## src/rtl/power_stage_fault_diag_defs.vh

```
// Purpose: Constants for the power stage fault diagnosis block
// Assumes: 40 MHz ref clock; AXI4-Lite byte addresses, one word per register
// Notes:   Times are given in ns and turned into clock counts here
`ifndef POWER_STAGE_FAULT_DIAG_DEFS_VH
`define POWER_STAGE_FAULT_DIAG_DEFS_VH

// ----------------------------------------------------------------
// Timing
// ----------------------------------------------------------------
`define CLK_PERIOD_NS 25
`define OVC_FILT_CYC ((4000 + `CLK_PERIOD_NS - 1) / `CLK_PERIOD_NS)
`define OFF_MASK_CYC ((400000 + `CLK_PERIOD_NS - 1) / `CLK_PERIOD_NS)
`define OFF_FILT_CYC ((50000 + `CLK_PERIOD_NS - 1) / `CLK_PERIOD_NS)
`define IGN_FILT_CYC ((75000 + `CLK_PERIOD_NS - 1) / `CLK_PERIOD_NS)

// ----------------------------------------------------------------
// Fault codes, two bits per channel
// ----------------------------------------------------------------
`define CODE_OK 2'b11
`define CODE_OPEN_LOAD 2'b01
`define CODE_BAT_SHORT 2'b10
`define CODE_GND_SHORT 2'b00

// ----------------------------------------------------------------
// Register map
// ----------------------------------------------------------------
`define ADDR_LS_CMD 8'h00
`define ADDR_IGN_CMD 8'h04
`define ADDR_CONFIG_TWO 8'h08
`define ADDR_DIAG_LS 8'h0c
`define ADDR_DIAG_IGN 8'h10
`define ADDR_STATUS 8'h14

`define CFG_IGN_LS_DISABLE 0
`define CFG_OUTPUT_DISABLE 1
`define CFG_GND_METHOD_SEL 2
`define CFG_IGN_LATCH_SEL 3
`define CFG_LC_PULL_DISABLE 4

`define LS_CMD_RESET 8'h00
`define IGN_CMD_RESET 4'h0
`define CONFIG_TWO_RESET 5'h08

`define RESP_OKAY 2'b00
`define RESP_DECERR 2'b11

`endif

```

## src/rtl/power_stage_fault_diag.v

```verilog
// Purpose: Fault diagnosis and protection for 8 low-side and 4 ignition outputs
// Assumes: Comparator results and ignition pins are asynchronous levels
// Notes:   Registers over AXI4-Lite; a read of a diag register is a diagnosis read
//
// How it works
// - Each channel keeps its own two-bit status
// - Codes: 11 ok, 01 open, 10 battery, 00 ground
// - Low-side faults latch until read; read clears
// - Off: first fault kept; on-fault may overwrite
// - Overcurrent past filter switches off, codes 10
// - Overcurrent filter time is four microseconds
// - Rearm on command toggle or diag read
// - Off voltage classifies ground, open, or ok
// - Off diagnosis masked after switch-off
// - Mask interval is 400 microseconds
// - Off faults latch after persisting
// - Off-state filter time is 50 microseconds
// - Pull disable stops channel 7 off diagnosis
// - Ignition on needs serial bit and pin
// - Reset or output disable floats ignition outputs
// - Low-side disable keeps ignition low stage off
// - Ignition ground short by method, floats, latches
// - Ground-short float ends on read or toggle
// - Ignition open load latches, output still driven
// - Battery short in any state floats output
// - Battery short outranks open load in code
// - Latch mode: battery fault held until read
// - No-latch mode: clears after low voltage persists
`timescale 1ns/100ps
`include "power_stage_fault_diag_defs.vh"
`default_nettype none

// ----------------------------------------------------------------
// Persistence filter: hit while cond has held N cycles
// ----------------------------------------------------------------
module persist_filter #(
    parameter N = 2,
    parameter W = 16
) (
    input wire ref_clk_i,
    input wire rst_n_i,
    input wire cond_i,
    output wire hit_o
);
    localparam [31:0] LAST32 = N - 1;
    localparam [W-1:0] LAST = LAST32[W-1:0];
    reg [W-1:0] cnt_reg;

    always @(posedge ref_clk_i) begin
        if (!rst_n_i || !cond_i) begin
            cnt_reg <= {W{1'b0}};
        end else if (cnt_reg != LAST) begin
            cnt_reg <= cnt_reg + 1'b1;
        end
    end

    assign hit_o = cond_i && (cnt_reg == LAST);
endmodule

// ----------------------------------------------------------------
// Top
// ----------------------------------------------------------------
module power_stage_fault_diag #(
    parameter MASK_CYC = `OFF_MASK_CYC
) (
    input wire ref_clk_i,
    input wire rst_n_i,
    input wire [7:0] s_axi_awaddr_i,
    input wire s_axi_awvalid_i,
    output reg s_axi_awready_o,
    input wire [31:0] s_axi_wdata_i,
    input wire [3:0] s_axi_wstrb_i,
    input wire s_axi_wvalid_i,
    output reg s_axi_wready_o,
    output reg [1:0] s_axi_bresp_o,
    output reg s_axi_bvalid_o,
    input wire s_axi_bready_i,
    input wire [7:0] s_axi_araddr_i,
    input wire s_axi_arvalid_i,
    output reg s_axi_arready_o,
    output reg [31:0] s_axi_rdata_o,
    output reg [1:0] s_axi_rresp_o,
    output reg s_axi_rvalid_o,
    input wire s_axi_rready_i,
    input wire [7:0] ls_ovc_i,
    input wire [7:0] ls_below_low_i,
    input wire [7:0] ls_below_high_i,
    output reg [7:0] ls_drive_o,
    output reg lc_pull_en_o,
    input wire [3:0] ign_par_i,
    input wire [3:0] ign_ovc_i,
    input wire [3:0] ign_below_lvt_i,
    input wire [3:0] ign_open_i,
    input wire [3:0] ign_scb_i,
    output reg [3:0] ign_high_o,
    output reg [3:0] ign_oe_o
);
    localparam LC_CH = 7;

    // ------------------------------------------------------------
    // Input synchronisers
    // ------------------------------------------------------------
    reg [43:0] sync1_reg;
    reg [43:0] sync2_reg;
    wire [43:0] raw_in = {ign_scb_i, ign_open_i, ign_below_lvt_i, ign_ovc_i, ign_par_i,
                          ls_below_high_i, ls_below_low_i, ls_ovc_i};
    always @(posedge ref_clk_i) begin
        sync1_reg <= raw_in;
        sync2_reg <= sync1_reg;
    end
    wire [7:0] ls_ovc_s = sync2_reg[7:0];
    wire [7:0] ls_low_s = sync2_reg[15:8];
    wire [7:0] ls_high_s = sync2_reg[23:16];
    wire [3:0] ign_par_s = sync2_reg[27:24];
    wire [3:0] ign_ovc_s = sync2_reg[31:28];
    wire [3:0] ign_lvt_s = sync2_reg[35:32];
    wire [3:0] ign_open_s = sync2_reg[39:36];
    wire [3:0] ign_scb_s = sync2_reg[43:40];

    // ------------------------------------------------------------
    // AXI4-Lite slave
    // ------------------------------------------------------------
    reg [7:0] ls_cmd_reg;
    reg [3:0] ign_cmd_reg;
    reg [4:0] cfg_reg;
    reg [7:0] awaddr_reg;
    reg [31:0] wdata_reg;
    reg [3:0] wstrb_reg;
    wire [15:0] ls_code;
    wire [7:0] ign_code;
    wire [3:0] ign_oe_next;

    wire aw_take = s_axi_awvalid_i && s_axi_awready_o;
    wire w_take = s_axi_wvalid_i && s_axi_wready_o;
    wire wr_go = !s_axi_awready_o && !s_axi_wready_o && !s_axi_bvalid_o;
    wire ar_take = s_axi_arvalid_i && s_axi_arready_o;
    wire diag_rd_ls = ar_take && (s_axi_araddr_i == `ADDR_DIAG_LS);
    wire diag_rd_ign = ar_take && (s_axi_araddr_i == `ADDR_DIAG_IGN);
    wire wr_hit = (awaddr_reg == `ADDR_LS_CMD) || (awaddr_reg == `ADDR_IGN_CMD) ||
                  (awaddr_reg == `ADDR_CONFIG_TWO);

    always @(posedge ref_clk_i) begin
        if (!rst_n_i) begin
            s_axi_awready_o <= 1'b1;
            s_axi_wready_o <= 1'b1;
            s_axi_bvalid_o <= 1'b0;
            s_axi_bresp_o <= `RESP_OKAY;
            awaddr_reg <= 8'h00;
            wdata_reg <= 32'h0000_0000;
            wstrb_reg <= 4'h0;
            ls_cmd_reg <= `LS_CMD_RESET;
            ign_cmd_reg <= `IGN_CMD_RESET;
            cfg_reg <= `CONFIG_TWO_RESET;
        end else begin
            if (aw_take) begin
                awaddr_reg <= s_axi_awaddr_i;
                s_axi_awready_o <= 1'b0;
            end
            if (w_take) begin
                wdata_reg <= s_axi_wdata_i;
                wstrb_reg <= s_axi_wstrb_i;
                s_axi_wready_o <= 1'b0;
            end
            if (wr_go) begin
                s_axi_bvalid_o <= 1'b1;
                s_axi_bresp_o <= wr_hit ? `RESP_OKAY : `RESP_DECERR;
                if (wstrb_reg[0]) begin
                    case (awaddr_reg)
                        `ADDR_LS_CMD: ls_cmd_reg <= wdata_reg[7:0];
                        `ADDR_IGN_CMD: ign_cmd_reg <= wdata_reg[3:0];
                        `ADDR_CONFIG_TWO: cfg_reg <= wdata_reg[4:0];
                        default: ;
                    endcase
                end
            end
            if (s_axi_bvalid_o && s_axi_bready_i) begin
                s_axi_bvalid_o <= 1'b0;
                s_axi_awready_o <= 1'b1;
                s_axi_wready_o <= 1'b1;
            end
        end
    end

    // Read data is sampled from the codes before this cycle's clear
    always @(posedge ref_clk_i) begin
        if (!rst_n_i) begin
            s_axi_arready_o <= 1'b1;
            s_axi_rvalid_o <= 1'b0;
            s_axi_rdata_o <= 32'h0000_0000;
            s_axi_rresp_o <= `RESP_OKAY;
        end else if (ar_take) begin
            s_axi_arready_o <= 1'b0;
            s_axi_rvalid_o <= 1'b1;
            s_axi_rresp_o <= `RESP_OKAY;
            case (s_axi_araddr_i)
                `ADDR_LS_CMD: s_axi_rdata_o <= {24'h000000, ls_cmd_reg};
                `ADDR_IGN_CMD: s_axi_rdata_o <= {28'h0000000, ign_cmd_reg};
                `ADDR_CONFIG_TWO: s_axi_rdata_o <= {27'h0000000, cfg_reg};
                `ADDR_DIAG_LS: s_axi_rdata_o <= {16'h0000, ls_code};
                `ADDR_DIAG_IGN: s_axi_rdata_o <= {24'h000000, ign_code};
                `ADDR_STATUS: s_axi_rdata_o <= {20'h00000, ign_oe_o, ls_drive_o};
                default: begin
                    s_axi_rdata_o <= 32'h0000_0000;
                    s_axi_rresp_o <= `RESP_DECERR;
                end
            endcase
        end else if (s_axi_rvalid_o && s_axi_rready_i) begin
            s_axi_rvalid_o <= 1'b0;
            s_axi_arready_o <= 1'b1;
        end
    end

    wire ign_ls_dis = cfg_reg[`CFG_IGN_LS_DISABLE];
    wire output_disable_bit = cfg_reg[`CFG_OUTPUT_DISABLE];
    wire gnd_by_volt = cfg_reg[`CFG_GND_METHOD_SEL];
    wire ign_latch = cfg_reg[`CFG_IGN_LATCH_SEL];
    wire lc_pull_dis = cfg_reg[`CFG_LC_PULL_DISABLE];

    // ------------------------------------------------------------
    // Low-side channels
    // ------------------------------------------------------------
    wire [7:0] ls_drive_next;
    genvar i;
        for (i = 0; i < 8; i = i + 1) begin : g_ls
            reg [1:0] code_reg;
            reg cmd_prev_reg;
            reg ovc_off_reg;
            reg drive_reg;
            reg [15:0] mask_reg;
            reg [1:0] code_next;
            wire ovc_hit, gs_hit, ol_hit;
            wire cmd = ls_cmd_reg[i];
            wire rearm = (cmd && !cmd_prev_reg) || (diag_rd_ls && cmd);
            wire off_en = !drive_reg && (mask_reg == 16'h0000) &&
                          !((i == LC_CH) && lc_pull_dis);
            wire ovc_off_next = ovc_hit || (ovc_off_reg && !rearm);
            assign ls_drive_next[i] = cmd && !ovc_off_next;

            persist_filter #(.N(`OVC_FILT_CYC)) u_ovc (.ref_clk_i(ref_clk_i), .rst_n_i(rst_n_i),
                .cond_i(drive_reg && ls_ovc_s[i]), .hit_o(ovc_hit));
            persist_filter #(.N(`OFF_FILT_CYC)) u_gs (.ref_clk_i(ref_clk_i), .rst_n_i(rst_n_i),
                .cond_i(off_en && ls_low_s[i]), .hit_o(gs_hit));
            persist_filter #(.N(`OFF_FILT_CYC)) u_ol (.ref_clk_i(ref_clk_i), .rst_n_i(rst_n_i),
                .cond_i(off_en && !ls_low_s[i] && ls_high_s[i]), .hit_o(ol_hit));

            // Clear first, then this cycle's event, so a read never swallows a fault
            always @* begin
                code_next = diag_rd_ls ? `CODE_OK : code_reg;
                if (ovc_hit) begin
                    code_next = `CODE_BAT_SHORT;
                end else if (code_next == `CODE_OK && gs_hit) begin
                    code_next = `CODE_GND_SHORT;
                end else if (code_next == `CODE_OK && ol_hit) begin
                    code_next = `CODE_OPEN_LOAD;
                end
            end

            always @(posedge ref_clk_i) begin
                if (!rst_n_i) begin
                    code_reg <= `CODE_OK;
                    cmd_prev_reg <= 1'b0;
                    ovc_off_reg <= 1'b0;
                    drive_reg <= 1'b0;
                    mask_reg <= 16'h0000;
                end else begin
                    code_reg <= code_next;
                    cmd_prev_reg <= cmd;
                    ovc_off_reg <= ovc_off_next;
                    drive_reg <= ls_drive_next[i];
                    if (drive_reg && !ls_drive_next[i]) begin
                        mask_reg <= MASK_CYC[15:0];
                    end else if (mask_reg != 16'h0000) begin
                        mask_reg <= mask_reg - 16'h0001;
                    end
                end
            end
            assign ls_code[2*i+1:2*i] = code_reg;
        end

    // ------------------------------------------------------------
    // Ignition pre-drivers
    // ------------------------------------------------------------
    wire [3:0] ign_on_next;
    genvar j;
        for (j = 0; j < 4; j = j + 1) begin : g_ign
            reg [1:0] code_reg;
            reg cmd_prev_reg;
            reg gs_hiz_reg;
            reg scb_hiz_reg;
            reg [1:0] code_next;
            wire gs_hit, ol_hit, scb_hit, clr_hit;
            wire cmd = ign_cmd_reg[j] && ign_par_s[j];
            wire rearm = (cmd && !cmd_prev_reg) || diag_rd_ign;
            wire on = cmd && !gs_hiz_reg && !scb_hiz_reg && !output_disable_bit;
            wire gs_cond = on && (gnd_by_volt ? ign_lvt_s[j] : ign_ovc_s[j]);
            wire gs_hiz_next = gs_hit || (gs_hiz_reg && !rearm);
            wire scb_hiz_next = scb_hit ||
                (scb_hiz_reg && !(ign_latch ? rearm : clr_hit));
            assign ign_on_next[j] = cmd && !gs_hiz_next && !scb_hiz_next && !output_disable_bit;
            // Low stage only drives the off level when not disabled
            assign ign_oe_next[j] = !output_disable_bit && !gs_hiz_next && !scb_hiz_next &&
                                    (ign_on_next[j] || !ign_ls_dis);

            persist_filter #(.N(`IGN_FILT_CYC)) u_gs (.ref_clk_i(ref_clk_i), .rst_n_i(rst_n_i),
                .cond_i(gs_cond), .hit_o(gs_hit));
            persist_filter #(.N(`IGN_FILT_CYC)) u_ol (.ref_clk_i(ref_clk_i), .rst_n_i(rst_n_i),
                .cond_i(on && ign_open_s[j]), .hit_o(ol_hit));
            persist_filter #(.N(`IGN_FILT_CYC)) u_scb (.ref_clk_i(ref_clk_i), .rst_n_i(rst_n_i),
                .cond_i(ign_scb_s[j] && !scb_hiz_reg), .hit_o(scb_hit));
            persist_filter #(.N(`IGN_FILT_CYC)) u_clr (.ref_clk_i(ref_clk_i), .rst_n_i(rst_n_i),
                .cond_i(scb_hiz_reg && !ign_scb_s[j] && !ign_latch), .hit_o(clr_hit));

            always @* begin
                code_next = diag_rd_ign ? `CODE_OK : code_reg;
                if (!ign_latch && clr_hit && code_next == `CODE_BAT_SHORT) begin
                    code_next = `CODE_OK;
                end
                if (scb_hit) begin
                    code_next = `CODE_BAT_SHORT;
                end else if (gs_hit && code_next != `CODE_BAT_SHORT) begin
                    code_next = `CODE_GND_SHORT;
                end else if (ol_hit && code_next == `CODE_OK) begin
                    code_next = `CODE_OPEN_LOAD;
                end
            end

            always @(posedge ref_clk_i) begin
                if (!rst_n_i) begin
                    code_reg <= `CODE_OK;
                    cmd_prev_reg <= 1'b0;
                    gs_hiz_reg <= 1'b0;
                    scb_hiz_reg <= 1'b0;
                end else begin
                    code_reg <= code_next;
                    cmd_prev_reg <= cmd;
                    gs_hiz_reg <= gs_hiz_next;
                    scb_hiz_reg <= scb_hiz_next;
                end
            end
            assign ign_code[2*j+1:2*j] = code_reg;
        end

    // ------------------------------------------------------------
    // Output flops
    // ------------------------------------------------------------
    always @(posedge ref_clk_i) begin
        if (!rst_n_i) begin
            ls_drive_o <= 8'h00;
            lc_pull_en_o <= 1'b0;
            ign_high_o <= 4'h0;
            ign_oe_o <= 4'h0;
        end else begin
            ls_drive_o <= ls_drive_next;
            lc_pull_en_o <= !lc_pull_dis;
            ign_high_o <= ign_on_next;
            ign_oe_o <= ign_oe_next;
        end
    end
endmodule

`default_nettype wire

```

## config.mk

```make
export PLATFORM = sky130hd
export DESIGN_NAME = power_stage_fault_diag
export DESIGN_NICKNAME = d
export VERILOG_FILES = /design/src/rtl/power_stage_fault_diag.v
export VERILOG_INCLUDE_DIRS = /design/src /design/src/rtl
export SDC_FILE = /design/constraint.sdc
export NUM_CORES = 2
export LEC_CHECK = 0
export BUFFER_PORTS_ARGS = -buffer_cell sky130_fd_sc_hd__clkbuf_2
export CAP_MARGIN = 10
export CORE_MARGIN = 5
export CORE_UTILIZATION = 35
export CTS_CLUSTER_SIZE = 30
export DETAILED_ROUTE_END_ITERATION = 12
export HOLD_SLACK_MARGIN = 0.05
export SETUP_SLACK_MARGIN = 0.5
export SYNTH_ARGS = -nofsm -noshare
export SYNTH_HDL_FRONTEND = slang
export SYNTH_SLANG_ARGS = --single-unit
```

## constraint.sdc

```tcl
create_clock -name ref_clk_i -period 3.15 [get_ports ref_clk_i]
set_input_delay 0.315 -clock ref_clk_i [delete_from_list [all_inputs] [get_ports ref_clk_i]]
set_output_delay 0.315 -clock ref_clk_i [all_outputs]
set_load 0.005 [all_outputs]
```

After elaboration in Yosys (flattened, before gate mapping). Index checks and enable logic that the tools add are counted.

Flip-flop bits (word level): 1008. Bits in latches: 0. RAM bits: 0. Memory bits (read-only): 0. Input port bits: 103. Output and inout bits: 58. Logic and storage cells: 863. Memories: 0.

Add/sub/neg operators: 48. Multiply operators: 0. Div/mod/pow operators: 0. $lt $le $gt $ge: 0. Equal/unequal tests: 107. Shift operators: 0. Multiplexer cells: 83. Bitwise logic cells: 1. Reductions and logical operators: 488.

Operator list (count): $add A16 B1 Y16 const B (40); $eq A16 B11 Y1 const B (16); $eq A16 B12 Y1 const B (16); $ne A16 B11 Y1 const B (16); $ne A16 B12 Y1 const B (16); $logic_and A1 B1 Y1 (234); $mux W14 (16); $eq A16 B8 Y1 const B (8); $logic_not A1 Y1 (128); $logic_not A16 Y1 (8); $ne A16 B8 Y1 const B (8); $reduce_bool A16 Y1 (8); $sub A16 B1 Y16 const B (8); $pmux W16 S6 (1); $mux W2 (42); $logic_or A1 B1 Y1 (74); $reduce_or A2 Y1 (21); $eq A2 B2 Y1 const B (16); $eq A8 B4 Y1 const B (3); $mux W1 (24); $reduce_bool A2 Y1 (9); $eq A8 B3 Y1 const B (2); $eq A8 B5 Y1 const B (2); $logic_not A8 Y1 (2); other kinds (4) (9).

Logic depth before layout (Yosys ltp).
Depth after elaboration: 13. Mapped depth: 9. Depth with buffers taken out: 7.

Hierarchy. Synthesis repeated with hierarchy kept, for this count alone.

Cells, all modules: 5049. Area total of the unflattened synthesis: 44711.6 sq um.

By module, submodules not included: power_stage_fault_diag (times used 1, cells an instance 1505, area each 13741.9 sq um, sequential area each 6846.6 sq um); persist_filter (g_ls[0].u_gs ...) (times used 16, cells an instance 88, area each 767.0 sq um, sequential area each 320.3 sq um); persist_filter (g_ign[0].u_clr ...) (times used 16, cells an instance 86, area each 763.2 sq um, sequential area each 320.3 sq um); persist_filter (g_ls[0].u_ovc ...) (times used 8, cells an instance 95, area each 810.8 sq um, sequential area each 320.3 sq um).

Worst setup path before layout. OpenSTA, ideal clock, no wires.

Path type: input-to-reg. From: input s_axi_araddr_i[3]. To: register g_ls[5].code_reg[1]. Arrival: 2.123 ns. Required time: 3.015 ns. Path slack: 0.892 ns. Stages: 8. Cells stage by stage: buf_2 or4b_1 clkbuf_1 or3_4 buf_4 a2111o_1 o22ai_2 nand3_1.

Longest elaborated chain between the ends: 7. Elaborated cells on any way between the ends: 8. Those cells by class: eq/ne: 2; mux: 3; reduce/logical: 3.

RTL lines: from (decl) (line power_stage_fault_diag.v:78) `input wire [7:0] s_axi_araddr_i,`; $eq A8 B4 Y1 *; $logic_and A1 B1 Y1 * (line power_stage_fault_diag.v:137) `` wire diag_rd_ls = ar_take && (s_axi_araddr_i == `ADDR_DIAG_LS); ``; $mux W2 * (line power_stage_fault_diag.v:248) `` code_next = diag_rd_ls ? `CODE_OK : code_reg; ``; $eq A2 B2 Y1 (no source line); $logic_and A1 B1 Y1 (line power_stage_fault_diag.v:253) `` end else if (code_next == `CODE_OK && ol_hit) begin ``; $mux W2 (line power_stage_fault_diag.v:253); $mux W2 * (line power_stage_fault_diag.v:251) `` end else if (code_next == `CODE_OK && gs_hit) begin ``; to (signal assigned) (line power_stage_fault_diag.v:260) `` code_reg <= `CODE_OK; ``; to (signal assigned) (line power_stage_fault_diag.v:266) `code_reg <= code_next;`; to (decl) (line power_stage_fault_diag.v:225) `reg [1:0] code_reg;`.

Mark *: on every way between the ends. The rest lies on a longest branch, timed or not. A chain may end at the register's enable or synchronous reset.

Worst setup path after layout.
From: register g_ls[2].mask_reg[2]. To: register g_ls[2].u_gs.cnt_reg[5].

Longest elaborated chain between the ends: 5.

RTL lines: from (decl) (line power_stage_fault_diag.v:229) `reg [15:0] mask_reg;`; from (signal assigned) (line power_stage_fault_diag.v:271) `mask_reg <= MASK_CYC[15:0];`; from (signal assigned) (line power_stage_fault_diag.v:273) `mask_reg <= mask_reg - 16'h0001;`; $logic_not A16 Y1 (line power_stage_fault_diag.v:234) `wire off_en = !drive_reg && (mask_reg == 16'h0000) &&`; $logic_and A1 B1 Y1 (line power_stage_fault_diag.v:234); $logic_and A1 B1 Y1 (line power_stage_fault_diag.v:242) `.cond_i(off_en && ls_low_s[i]), .hit_o(gs_hit));`; $logic_not A1 Y1 (line power_stage_fault_diag.v:50) `if (!rst_n_i || !cond_i) begin`; $logic_or A1 B1 Y1 (line power_stage_fault_diag.v:50); to (signal assigned) (line power_stage_fault_diag.v:51) `cnt_reg <= {W{1'b0}};`; to (signal assigned) (line power_stage_fault_diag.v:53) `cnt_reg <= cnt_reg + 1'b1;`; to (decl) (line power_stage_fault_diag.v:47) `reg [W-1:0] cnt_reg;`.

Every way passes these cells.

==> impl_metrics.csv <==
group,metric,value,unit
placement,portBuffers,117,
layout,final_area,49260,um2
setup_path,crit_start,"g_ls[2].mask_reg[2]",
logic_synthesis,muxShareOfSynthArea,0.01697,
sta,finalSetupViolations,0,
detailed_routing,drcViolationCount,0,
sta,max_slew.worst_pin.slew,918.9,ps
placement,placed_area,44860,um2
sta,post-route-period-util,0.7764,
logic_synthesis,synth_edf_count,0,
logic_synthesis,synth_flop_cell,"dfxtp_1",
setup_path,rrSetupSlack,700,ps
sta,fin_tns_setup,0,ps
setup_path,critPathArrivalTime,3060,ps
setup_path,cpMostUsedCell,"or4_4",
hold_path,hold_class,"primary input to flop",
setup_path,critPathMaxStageDelay,570,ps
setup_path,crit_type,"flop to flop",
setup_path,start_kind,"flop",
placement,dp_cells,6448,
grt,grt_max_degree,44,
detailed_routing,wl,96380,um
floorplanning,core,120300,um2
setup_path,path_buf_inv,0,
status,status,"finished, final reports clean",
setup_path,cp.depth,5,
grt,grt_pass1_wl,157600,um
detailed_routing,num_vias,33500,
logic_synthesis,synth_top_family_by_area,"simple AND/OR/NAND/NOR gates",
grt,grt_antenna_before_repair,5,
logic_synthesis,synthArstFlopShare,0,
cts,cts.htree.levels,3,
cts,clk_path_buf_depth,3,
detailed_routing,dr.pass1.iters,7,
sta,rsz0062_at_grt,"false",
layout,fin_util,0.4095,
layout,nFillCells,11900,
placement,gp_congestion,0.8254,
layout,fin_cells,6718,
power,cellLeakagePower,17.01,nW
floorplanning,rows,127,
logic_synthesis,synth-compound-area-share,0.06014,
sta,slew_headroom,0.3846,
floorplanning,die_width,358.3,um
detailed_routing,drtIter0Drc,1881,
hold_path,min_from,"s_axi_arvalid_i",
grt,grt_use_total,0.1467,
setup_path,worstReg2RegStart,"g_ls[2].mask_reg[2]",
detailed_routing,wl_per_cell,14.35,um
layout,fin_nets,5182,
sta,final_max_slew_viol_count,0,
logic_synthesis,yosys.area_share.simple,0.2929,
logic_synthesis,synth.distinct_cells,89,
layout,area_growth,16.02,%
setup_path,endpoint,"g_ls[2].u_gs.cnt_reg[5]",
floorplanning,die-area,128400,um2
setup_path,regToRegEndpoint,"g_ls[2].u_gs.cnt_reg[5]",
cts,post_cts_buffers,0,
sta,hold_violations,0,
logic_synthesis,synth_common_cells,"dfxtp_1 (982), nor2_1 (847), nand2_1 (338)",
sta,period_needed,2446,ps
setup_path,slowest_stage,"or4_4",
cts,insertion_delay,720,ps
setup_path,rr_worst_depth,5,
setup_path,path_max_fanout,16,
cts,path_clk_slew,60,ps
logic_synthesis,syn-cell-area,42460,um2
setup_path,path_cells,"or4_4, or4_4, nor4_4, nand4b_2, nor3_1",
detailed_routing,drtAntennaViolNets,0,
sta,max_freq,0.4089,GHz
floorplanning,ioPinCount,161,
logic_synthesis,yosysTopAreaCell,"dfxtp_1",
logic_synthesis,syn_avg_cell_area,8.813,um2
logic_synthesis,syn-instance-count,4818,
setup_path,worst_ep_required_time,3760,ps
setup_path,cpLargestDelayFamily,"simple AND/OR/NAND/NOR gates",
logic_synthesis,yosys-top-cells-area,"dfxtp_1 (46%), nor2_1 (7.5%), xnor2_1 (6.6%)",
setup_path,cp-end-kind,"flop",
floorplanning,start_util,0.3530,
layout,multiInputGateArea,21800,um2
cts,clock_sinks,982,
flow_run,maxCapViolCount,0,
logic_synthesis,synth-xor-area-share,0.1246,
power,powerDensity,651.1,nW/um2
cts,clock-root-buffer,"clkbuf_16",
grt,grt_pass1_vias,31110,
layout,regArea,19660,um2
layout,drive_above_1_share,0.08129,
power,ir_drop,0.4920,mV
logic_synthesis,synth_fa_ha_area_frac,0.01650,
cts,cts_tree,"built",
detailed_routing,viasPerCell,4.986,
grt,grt_overflow_total,0,
cts,cts_buffers,104,
logic_synthesis,synth-seq-cells,982,
logic_synthesis,synth.most_common_cell,"dfxtp_1",
logic_synthesis,synth-seq-area-share,0.4630,
placement,dp_hpwl,68140,um
logic_synthesis,synth_warnings,0,
floorplanning,die_y,358.3,um
logic_synthesis,netlist.area_leader.share,0.4630,
sta,fin_skew,33.00,ps
## cell usage in the layout (no fill, tap or decap), types with 107 or more instances in the layout
cell,netlist,final
a21oi_1,141,141
clkbuf_2,1,116
dfxtp_1,982,982
nand2_1,338,337
nand3_1,273,272
nand4_1,142,142
nor2_1,847,847
nor3_1,172,172
o21ai_0,107,107
xnor2_1,319,319
xor2_1,285,285
## routing by layer
| layer | track usage | wire [um] |
|---|---|---|
| met1 | 0.2072 | 47980 |
| met2 | 0.2218 | 40010 |
| met4 | 0.04369 | 2390 |
| met3 | 0.03587 | 6010 |
| met5 | 0 | 0 |
## power by group
group          internal (mW)  total, mW  switching, mW  leakage [nW]
Clock                   7.41       12.7           5.24          1.76
Sequential              13.2       14.0          0.776          7.97
Combinational           2.42       5.43           3.02          7.28
Total                   23.0       32.1           9.03          17.0
## cell families after synthesis
| group | Yosys count |
|---|---|
| and+or+nand+nor | 2431 |
| DFF | 982 |
| xor gates and xnor gates | 604 |
| AOI/OAI and AO/OA | 412 |
| buffers and inverters | 261 |
| muxes | 71 |
| adders and majority gates | 56 |
| other | 1 |
## what timing repair did
action | 4_1_cts | 5_1_grt
hold buffers | 81 | 0
gates resized for setup | 0 | 3
endpoints found under the setup margin | 0 | 3
hold endpoints to repair | 80 | 0
## stage by stage
step	hold WS (ps)	setup slack (ps)	total power, mW
after floorplan	309.6	892.4	18.36
after global placement	312.8	372.3	19.48
after detailed placement	312.1	314.4	19.53
after CTS	153.0	623.8	32.46
after global routing	179.6	517.2	33.80
final	205.1	704.3	32.07
## worst register-to-register path, cell delays in order (launching register included)
cell and delay, ps:
dfxtp_1 350, or4_4 570, or4_4 440, nor4_4 290
nand4b_2 430, nor3_1 280
## area by class of cell
type / instances / share of cell area
Multi-Input combinational cell: 3590 / 0.4425
Sequential cell: 982 / 0.3991
Timing Repair Buffer: 255 / 0.03784
Clock buffer: 144 / 0.05994
Antenna cell: 1 / 0.00005080
Inverter: 90 / 0.006908
Clock inverter: 44 / 0.01278
Tap cell: 1612 / 0.04094
## worst min path at each step
stage	end	slack, ps	cells after the start
final	s_axi_rdata_o[5]	210	4
after CTS	s_axi_rdata_o[3]	150	5
after floorplan	sync2_reg[0]	310	0
after global placement	sync2_reg[24]	310	0
after detailed placement	sync2_reg[34]	310	0
after global routing	s_axi_rdata_o[6]	180	4
No activity file was read; power rests on OpenSTA's default activity.
